<file path="src/logic/mic_pkg.sv">
// Constants, field positions and carrier types for the interrupt controller
package mic_pkg;
    localparam int PC_W = 11;
    localparam int AW = 8;
    localparam int NSRC = 5;
    localparam int NTM = 4;
    localparam int NPIN = 2;
    localparam int EDGE_W = 2;
    localparam int SRC_W = 3;
    // Register byte offsets
    localparam logic [AW-1:0] OFS_EDGE = 8'h00;
    localparam logic [AW-1:0] OFS_CTRL0 = 8'h04;
    localparam logic [AW-1:0] OFS_CTRL1 = 8'h08;
    localparam logic [AW-1:0] OFS_GRP0 = 8'h0C;
    localparam logic [AW-1:0] OFS_GRP1 = 8'h10;
    // Source index doubles as priority, lowest index wins
    localparam int SRC_PIN_A = 0;
    localparam int SRC_GRP0 = 1;
    localparam int SRC_NVM = 2;
    localparam int SRC_ADC = 3;
    localparam int SRC_SLOT7 = 4;
    // First control register fields
    localparam int B0_GIE = 0;
    localparam int B0_PIN_A_EN = 1;
    localparam int B0_PIN_A_FLAG = 4;
    // Second control register: enable at position, flag at position plus FLAG_OFS
    localparam int B1_GRP0 = 0;
    localparam int B1_NVM = 1;
    localparam int B1_ADC = 2;
    localparam int B1_SLOT7 = 3;
    localparam int FLAG_OFS = 4;
    // Edge select codes
    localparam logic [EDGE_W-1:0] EDGE_OFF = 2'h0;
    localparam logic [EDGE_W-1:0] EDGE_RISE = 2'h1;
    localparam logic [EDGE_W-1:0] EDGE_FALL = 2'h2;
    localparam logic [EDGE_W-1:0] EDGE_BOTH = 2'h3;
    // Vector addresses
    localparam logic [PC_W-1:0] VEC_PIN_A = 11'h004;
    localparam logic [PC_W-1:0] VEC_GRP0 = 11'h008;
    localparam logic [PC_W-1:0] VEC_NVM = 11'h00C;
    localparam logic [PC_W-1:0] VEC_ADC = 11'h010;
    localparam logic [PC_W-1:0] VEC_SLOT7 = 11'h014;
    // Timer member masks: [0] t0 P, [1] t0 A, [2] t1 P, [3] t1 A
    localparam logic [NTM-1:0] TM_GRP0_DUAL = 4'hF;
    localparam logic [NTM-1:0] TM_GRP0_SINGLE = 4'h3;
    localparam logic [NTM-1:0] TM_GRP1 = 4'hC;
    localparam logic [1:0] ZERO2 = 2'h0;
    localparam logic [7:0] RST_BYTE = 8'h00;
    localparam logic [23:0] RD_PAD = 24'h00_0000;

    typedef struct packed {
        logic psel;
        logic penable;
        logic pwrite;
        logic [AW-1:0] paddr;
        logic [31:0] pwdata;
    } mic_apb_s;

    typedef struct packed {
        logic instr_boundary;
        logic return_from_irq_instr_exec;
        logic stack_full;
        logic sleeping;
        logic [PC_W-1:0] pc_next;
        logic [PC_W-1:0] stack_top;
    } mic_cpu_s;

    typedef struct packed {
        logic stack_push;
        logic [PC_W-1:0] push_addr;
        logic stack_pop;
        logic pc_load;
        logic [PC_W-1:0] pc_load_addr;
        logic irq_taken;
        logic [SRC_W-1:0] irq_src;
    } mic_cpu_out_s;

    typedef struct packed {
        logic [NPIN-1:0] sync1;
        logic [NPIN-1:0] sync2;
        logic [NPIN-1:0] prev;
        logic [NPIN*EDGE_W-1:0] edge_sel;
        logic gie;
        logic [NSRC-1:0] flag;
        logic [NSRC-1:0] en;
        logic [NTM-1:0] tm_flag;
        logic [NTM-1:0] tm_en;
        logic pready;
        logic pslverr;
        logic [31:0] prdata;
        logic wake_req;
        mic_cpu_out_s out;
    } mic_state_s;
endpackage

</file>
<file path="src/logic/mic_irq_ctrl.sv">
// Interrupt flag, enable, arbitration and vectoring logic with APB registers
`timescale 1ns/1ps
module mic_irq_ctrl
    import mic_pkg::*;
#(
    parameter bit SECOND_PIN = 1'b1
)
(
    input wire logic pclk,
    input wire logic presetn,
    input wire logic ce,
    input wire mic_apb_s apb,
    output logic [31:0] prdata,
    output logic pready,
    output logic pslverr,
    input wire logic [NPIN-1:0] ext_pin,
    input wire logic adc_done,
    input wire logic nvm_done,
    input wire logic [NTM-1:0] tm_evt,
    input wire mic_cpu_s cpu,
    output mic_cpu_out_s cpu_out,
    output logic wake_req
);

    mic_state_s s_r;
    mic_state_s s_nxt;
    logic [NSRC-1:0] pend;
    logic [NSRC-1:0] hw_set;
    logic [NPIN-1:0] pin_hit;
    logic [SRC_W-1:0] win;
    logic take;
    logic wr_fire;
    logic [7:0] wb;
    logic [NTM-1:0] grp0_mask;

    ////////////////////////////////////////////////////////////////////////////
    // Helpers

    // Lowest pending index wins
    function automatic logic [SRC_W-1:0] first_set(input logic [NSRC-1:0] v);
        logic [SRC_W-1:0] r;
        r = '0;
        for (int i = NSRC - 1; i >= 0; i--)
        begin
            if (v[i])
                r = SRC_W'(i);
        end
        return r;
    endfunction

    function automatic logic [PC_W-1:0] vec_of(input logic [SRC_W-1:0] i);
        logic [PC_W-1:0] v;
        v = VEC_SLOT7;
        if (i == SRC_W'(SRC_PIN_A))
            v = VEC_PIN_A;
        else if (i == SRC_W'(SRC_GRP0))
            v = VEC_GRP0;
        else if (i == SRC_W'(SRC_NVM))
            v = VEC_NVM;
        else if (i == SRC_W'(SRC_ADC))
            v = VEC_ADC;
        return v;
    endfunction

    // Two-member group layout: A flag above P flag, enables in low half
    function automatic logic [7:0] grp_pack(input logic [1:0] f, input logic [1:0] e);
        return {ZERO2, f, ZERO2, e};
    endfunction

    function automatic logic edge_match(input logic [EDGE_W-1:0] sel, input logic now,
                                        input logic was);
        logic r;
        r = 1'b0;
        case (sel)
            EDGE_RISE: r = now & ~was;
            EDGE_FALL: r = ~now & was;
            EDGE_BOTH: r = now ^ was;
            default: r = 1'b0;
        endcase
        return r;
    endfunction

    function automatic logic is_mapped(input logic [AW-1:0] a);
        logic m;
        m = 1'b0;
        if (a == OFS_EDGE || a == OFS_CTRL0 || a == OFS_CTRL1 || a == OFS_GRP0)
            m = 1'b1;
        else if (a == OFS_GRP1)
            m = !SECOND_PIN;
        return m;
    endfunction

    // Unimplemented bits read as zero
    function automatic logic [31:0] rd_reg(input logic [AW-1:0] a, input mic_state_s s);
        logic [7:0] b;
        b = RST_BYTE;
        if (a == OFS_EDGE)
        begin
            b[EDGE_W-1:0] = s.edge_sel[EDGE_W-1:0];
            if (SECOND_PIN)
                b[NPIN*EDGE_W-1:EDGE_W] = s.edge_sel[NPIN*EDGE_W-1:EDGE_W];
        end
        else if (a == OFS_CTRL0)
        begin
            b[B0_GIE] = s.gie;
            b[B0_PIN_A_EN] = s.en[SRC_PIN_A];
            b[B0_PIN_A_FLAG] = s.flag[SRC_PIN_A];
        end
        else if (a == OFS_CTRL1)
        begin
            b[B1_GRP0] = s.en[SRC_GRP0];
            b[B1_NVM] = s.en[SRC_NVM];
            b[B1_ADC] = s.en[SRC_ADC];
            b[B1_SLOT7] = s.en[SRC_SLOT7];
            b[FLAG_OFS + B1_GRP0] = s.flag[SRC_GRP0];
            b[FLAG_OFS + B1_NVM] = s.flag[SRC_NVM];
            b[FLAG_OFS + B1_ADC] = s.flag[SRC_ADC];
            b[FLAG_OFS + B1_SLOT7] = s.flag[SRC_SLOT7];
        end
        else if (a == OFS_GRP0)
        begin
            if (SECOND_PIN)
                b = {s.tm_flag, s.tm_en};
            else
                b = grp_pack(s.tm_flag[1:0], s.tm_en[1:0]);
        end
        else if (a == OFS_GRP1 && !SECOND_PIN)
            b = grp_pack(s.tm_flag[3:2], s.tm_en[3:2]);
        return {RD_PAD, b};
    endfunction

    ////////////////////////////////////////////////////////////////////////////
    // Event detection and arbitration

    // Edge detect reads the second sync stage only
    always_comb
    begin
        for (int p = 0; p < NPIN; p++)
            pin_hit[p] = edge_match(s_r.edge_sel[p*EDGE_W +: EDGE_W], s_r.sync2[p],
                                    s_r.prev[p]);
    end

    assign grp0_mask = SECOND_PIN ? TM_GRP0_DUAL : TM_GRP0_SINGLE;

    // Hardware set sources; group flags follow enabled members
    always_comb
    begin
        hw_set = '0;
        hw_set[SRC_PIN_A] = pin_hit[SRC_PIN_A];
        hw_set[SRC_GRP0] = |(tm_evt & s_r.tm_en & grp0_mask);
        hw_set[SRC_NVM] = nvm_done;
        hw_set[SRC_ADC] = adc_done;
        hw_set[SRC_SLOT7] = SECOND_PIN ? pin_hit[1] : |(tm_evt & s_r.tm_en & TM_GRP1);
    end

    // Only enabled flags compete, at a boundary, with room on the stack
    assign pend = s_r.flag & s_r.en;
    assign win = first_set(pend);
    assign take = cpu.instr_boundary && !cpu.return_from_irq_instr_exec && s_r.gie && !cpu.stack_full
                  && (|pend);
    assign wr_fire = apb.psel && apb.penable && s_r.pready && apb.pwrite;
    assign wb = apb.pwdata[7:0];

    ////////////////////////////////////////////////////////////////////////////
    // Next state

    // Order matters: software write, then service clear, then hardware set,
    // so an event landing on the clearing cycle is never lost
    always_comb
    begin
        s_nxt = s_r;
        s_nxt.sync1 = ext_pin;
        s_nxt.sync2 = s_r.sync1;
        s_nxt.prev = s_r.sync2;
        s_nxt.out.stack_push = 1'b0;
        s_nxt.out.stack_pop = 1'b0;
        s_nxt.out.pc_load = 1'b0;
        s_nxt.out.irq_taken = 1'b0;
        // APB: setup cycle loads read data, access cycle completes
        s_nxt.pready = apb.psel && !apb.penable;
        s_nxt.pslverr = apb.psel && !apb.penable && !is_mapped(apb.paddr);
        s_nxt.prdata = (apb.psel && !apb.penable && !apb.pwrite) ? rd_reg(apb.paddr, s_r) : '0;
        // Register writes, implemented bits read-write, others dropped
        if (wr_fire)
        begin
            if (apb.paddr == OFS_EDGE)
            begin
                s_nxt.edge_sel[EDGE_W-1:0] = wb[EDGE_W-1:0];
                if (SECOND_PIN)
                    s_nxt.edge_sel[NPIN*EDGE_W-1:EDGE_W] = wb[NPIN*EDGE_W-1:EDGE_W];
            end
            else if (apb.paddr == OFS_CTRL0)
            begin
                s_nxt.gie = wb[B0_GIE];
                s_nxt.en[SRC_PIN_A] = wb[B0_PIN_A_EN];
                s_nxt.flag[SRC_PIN_A] = wb[B0_PIN_A_FLAG];
            end
            else if (apb.paddr == OFS_CTRL1)
            begin
                s_nxt.en[SRC_GRP0] = wb[B1_GRP0];
                s_nxt.en[SRC_NVM] = wb[B1_NVM];
                s_nxt.en[SRC_ADC] = wb[B1_ADC];
                s_nxt.en[SRC_SLOT7] = wb[B1_SLOT7];
                s_nxt.flag[SRC_GRP0] = wb[FLAG_OFS + B1_GRP0];
                s_nxt.flag[SRC_NVM] = wb[FLAG_OFS + B1_NVM];
                s_nxt.flag[SRC_ADC] = wb[FLAG_OFS + B1_ADC];
                s_nxt.flag[SRC_SLOT7] = wb[FLAG_OFS + B1_SLOT7];
            end
            else if (apb.paddr == OFS_GRP0)
            begin
                if (SECOND_PIN)
                    {s_nxt.tm_flag, s_nxt.tm_en} = wb;
                else
                begin
                    s_nxt.tm_flag[1:0] = wb[FLAG_OFS+1:FLAG_OFS];
                    s_nxt.tm_en[1:0] = wb[1:0];
                end
            end
            else if (apb.paddr == OFS_GRP1 && !SECOND_PIN)
            begin
                s_nxt.tm_flag[3:2] = wb[FLAG_OFS+1:FLAG_OFS];
                s_nxt.tm_en[3:2] = wb[1:0];
            end
        end
        // Return pops the saved address
        if (cpu.instr_boundary && cpu.return_from_irq_instr_exec)
        begin
            s_nxt.out.stack_pop = 1'b1;
            s_nxt.out.pc_load = 1'b1;
            s_nxt.out.pc_load_addr = cpu.stack_top;
        end
        // Accept: push, vector, clear own flag only and global enable
        else if (take)
        begin
            s_nxt.out.stack_push = 1'b1;
            s_nxt.out.push_addr = cpu.pc_next;
            s_nxt.out.pc_load = 1'b1;
            s_nxt.out.pc_load_addr = vec_of(win);
            s_nxt.out.irq_taken = 1'b1;
            s_nxt.out.irq_src = win;
            s_nxt.gie = 1'b0;
            s_nxt.flag[win] = 1'b0;
        end
        // Flags latch even while blocked; set wins over any clear
        s_nxt.flag = s_nxt.flag | hw_set;
        s_nxt.tm_flag = s_nxt.tm_flag | tm_evt;
        // Wake on any rise, enables ignored
        s_nxt.wake_req = cpu.sleeping && ((|(s_nxt.flag & ~s_r.flag))
                         || (|(s_nxt.tm_flag & ~s_r.tm_flag)));
    end

    // State register; clock enable freezes everything
    always_ff @(posedge pclk or negedge presetn)
    begin
        if (!presetn)
            s_r <= '0;
        else if (ce)
            s_r <= s_nxt;
    end

    assign prdata = s_r.prdata;
    assign pready = s_r.pready;
    assign pslverr = s_r.pslverr;
    assign cpu_out = s_r.out;
    assign wake_req = s_r.wake_req;

    // Helper copy of competing requests, seen one cycle after the decision
    logic [NSRC-1:0] pend_q;
    always_ff @(posedge pclk or negedge presetn)
    begin
        if (!presetn)
            pend_q <= '0;
        else if (ce)
            pend_q <= pend;
    end
endmodule

</file>
<file path="config.mk">
export PLATFORM = sky130hd
export DESIGN_NAME = mic_irq_ctrl
export DESIGN_NICKNAME = d
export VERILOG_FILES = /design/src/logic/mic_pkg.sv /design/src/logic/mic_irq_ctrl.sv
export SDC_FILE = /design/constraint.sdc
export NUM_CORES = 1
export LEC_CHECK = 0
export ABC_AREA = 1
export BUFFER_PORTS_ARGS = -buffer_cell sky130_fd_sc_hd__buf_2
export CORE_MARGIN = 2
export CORE_UTILIZATION = 40
export CTS_CLUSTER_SIZE = 24
export DETAILED_ROUTE_END_ITERATION = 10
export PLACE_DENSITY = 0.77
export SLEW_MARGIN = 10
export SYNTH_ARGS = -nofsm -noshare
export SYNTH_HDL_FRONTEND = slang
export SYNTH_SLANG_ARGS = --single-unit
</file>
<file path="constraint.sdc">
create_clock -name pclk -period 1.6 [get_ports pclk]
set_input_delay 0.32 -clock pclk [delete_from_list [all_inputs] [get_ports pclk]]
set_output_delay 0.32 -clock pclk [all_outputs]
set_load 0.05 [all_outputs]
</file>
==> results_dict.tcl <==
set metrics [dict create \
    post_layout_nonfiller_instances 780 \
    antenna_found_initial 0 \
    leakage_nw 2.827 \
    cts_buffer_depth 2 \
    total_power_mw 4.549 \
    wl_per_cell_um 13.61 \
    clkSlewWorstSetupHoldPaths_ns 0.08 \
    synth_area_um2 3974 \
    die_w_um 103.7 \
    clock_power_share 0.389 \
    violated_checks "negative setup slack" \
    min_to "cpu_out[27]" \
    io_buffers 95 \
    postSynthRegisterBits 68 \
    gr-total-overflow 0 \
    min_path_type "primary input to flip-flop" \
    min_period_over_period 1.073 \
    synth.top_cells.by_area "dfrtp_1, nand2_1, buf_4" \
    synthesis.instances 526 \
    num_vias 3764 \
    tritoncts "built" \
    multiInputGateArea_um2 1720 \
    share_comb_of_total_power 0.198 \
    yosysSeqAreaShare 0.4282 \
    final-max-slew-violation-count 0 \
    first_global_vias 3557 \
    fillCellCount 928 \
    cpMaxStageDelayCell "dfrtp_1" \
    seq_power_share 0.414 \
    area_growth_syn_to_layout_pct 27.64 \
    floorplan.die.height_um 103.7 \
    cp_data_arrival_time_ns 1.95 \
    power.net_switching_mw 1.436 \
    hold_path.startpoint "cpu[21]" \
    rr_endpoint "wake_req" \
    drive_above_1_share 0.3215 \
    globalplace.congestion 0.9442 \
    synth_top_flop_cell "dfrtp_1" \
    cts_inserted_buffers 9 \
    crit_path_max_fanout 4 \
    number_of_remaining_drc_errors 0 \
    io_pins 144 \
    grt_first_pass_wirelength_mm 16.79 \
    post_synth_num_cell_types 31 \
    setup_ws_ns -0.1160 \
    synth_edf_count 0 \
    worst_clock_skew_ns 0.009031 \
    fp.coreArea_um2 9729 \
    detailedPlacementHpwl_mm 7.570 \
    std_cell_rows 36 \
    htree_levels 3 \
    cellInternalPower_mw 3.113 \
    cap_viol_max_count 0 \
    finalSetupTns_ns -0.6702 \
    maxSlewHeadroom 0.6613 \
    synthDominantAreaCellType "dfrtp_1" \
    drt-vias-per-instance 4.826 \
    path_delay_family "simple AND/OR/NAND/NOR gates" \
    worstSetupPathType "flip-flop to flip-flop" \
    ir_drop_uv 438.4 \
    synth.yosys.warnings 0 \
    slowest_delay_ns 0.41 \
    initial_core_util 0.4084 \
    numClockSinks 68 \
    synth_top_cell_area_share 0.4282 \
    diode_count 0 \
    tightestPinTransition_ns 0.5081 \
    dieArea_um2 10750 \
    timing_hold_violations_final 0 \
    path_cells "nand2_1 -> nand2_2 -> nor2_1 -> nand2_1 -> nand2_2 -> buf_6 -> o211ai_1 -> a21oi_1 -> nor2_1 -> nand2_1 -> nand2_1 -> nand2_1" \
    netSwitchingFraction 0.3157 \
    clk_root_buffer_cell "clkbuf_8" \
    pwr_density_cell_nw_per_um2 896.8 \
    crit_path_end_kind "flip-flop" \
    timing.hold.ws_ns 0.1742 \
    layout_min_cycle_time_ns 1.716 \
    worst_flop_to_flop_path_startpoint "s_r[75]" \
    reg2reg_slack_ns -0.12 \
    grt_max_degree 69 \
    synth_area_per_cell_um2 7.555 \
    most_frequent_cp_cell "nand2_1" \
    dp.cells 756 \
    hold_path_stages 3 \
    r2r_cells 12 \
    drt_first_pass_iters 5 \
    postSynth.asyncResetShare 1.000 \
    timing.critical_path.buf_inv 1 \
    postRouteAntennaNets 0 \
    outcome "complete, but fails checks" \
    fmax_ghz 0.5827 \
    report.final.setup_viol 23 \
    grt_setup_unrepaired "yes" \
    worst_skew_pair.late_latency_ns 0.34 \
    nets 726 \
    register_area_um2 1703 \
    critPathRequiredTime_ns 1.84 \
    critical_path_source_type "flip-flop" \
    routed_wirelength_mm 10.61 \
    drt_iter0_markers 273 \
    grt_util_all_layers 0.1918 \
]
-- cells in the mapped netlist (7+ instances only) --
master	count
clkbuf_1	7
nor2_1	21
a21oi_1	9
buf_4	62
nand3_1	44
dfrtp_1	68
o21ai_0	28
inv_1	50
nand2_1	181
-- worst min-delay path: cells and delay by family --
family	cells	cell delay [ns]
and+or+nand+nor	2	0.09
buffers and inverters	1	0.07
-- placed cells by master (no fill, tap or decap), types with 4 or more instances in the layout --
cell type and n:
nand2_1 168, buf_2 95, dfrtp_1 67, buf_4 53, inv_1 49, nand3_1 41
o21ai_0 24, conb_1 24, nor2_1 19, nand2_2 12, a21oi_1 9, clkbuf_8 9
nor2_2 4, o21ai_1 4, nand3b_1 4, o211ai_1 4, o22ai_1 4, a32o_1 4
ha_1 4
-- power groups by stage --
stage	clock, mW	sequential, mW	combinational, mW
2_1_floorplan	0	1.92	0.686
3_3_place_gp	0	1.90	0.860
3_5_place_dp	0	1.91	0.876
4_1_cts	1.80	1.88	0.881
5_1_grt	1.88	1.89	0.972
6_report	1.77	1.88	0.899
-- metal layers --
| metal | vias to the layer above | routed length, um | global-route usage |
|---|---|---|---|
| li1 | 1826 | - | - |
| met1 | 1758 | 4519 | 0.2492 |
| met2 | 156 | 5206 | 0.3160 |
| met3 | 24 | 661 | 0.03524 |
| met4 | 0 | 225 | 0.07915 |
| met5 | - | 0 | 0 |
-- logic make-up after synthesis --
kind of cell	after synthesis	synth area share
buf+inv	129	0.1870
simple gates	265	0.2824
fa+ha+maj	4	0.01259
compound gates	59	0.08879
other cells	1	0.0009437
flops	68	0.4282
-- per-stage QoR --
step	worst slack [ns]	util	cell area (um2)
after global routing	-0.2150	0.5213	5072
after detailed placement	-0.1716	0.4721	4593
after CTS	-0.06379	0.4994	4858
after floorplan	0.01694	-	4061
after global placement	-0.1121	0.4721	4593
final	-0.1160	0.5213	5072
-- worst max path at each step --
stage	start	to	slack, ns	cells after the start
2_1_floorplan	pready	s_r[64]	0.02	6
3_3_place_gp	apb[36]	wake_req	-0.11	14
3_5_place_dp	apb[36]	wake_req	-0.17	17
4_1_cts	s_r[74]	wake_req	-0.06	15
5_1_grt	s_r[75]	wake_req	-0.21	12
6_report	s_r[75]	wake_req	-0.12	12
-- registers in the layout, summed over array words and instances (netlist names) --
signal,flops
prdata,8
cpu_out,28
s_r,25
pready,1
wake_req,1
pslverr,1
s_nxt,4
-- timing repair --
item                       CTS  global route
pin swaps                    0             6
resized for setup            4            37
hold endpoints to repair    12             0
cloned                       0             2
setup endpoints to repair    2            12
setup buffers                0             5
hold buffers                 1             0
-- layout make-up --
class,instances,area share
Multi-Input combinational cell,352,0.3392
Sequential cell,68,0.3357
Timing Repair Buffer,157,0.2025
Inverter,54,0.04095
Tap cell,133,0.03281
Clock buffer,9,0.02442
Clock inverter,7,0.02442
Note: power is estimated with default switching activity, not from simulation.
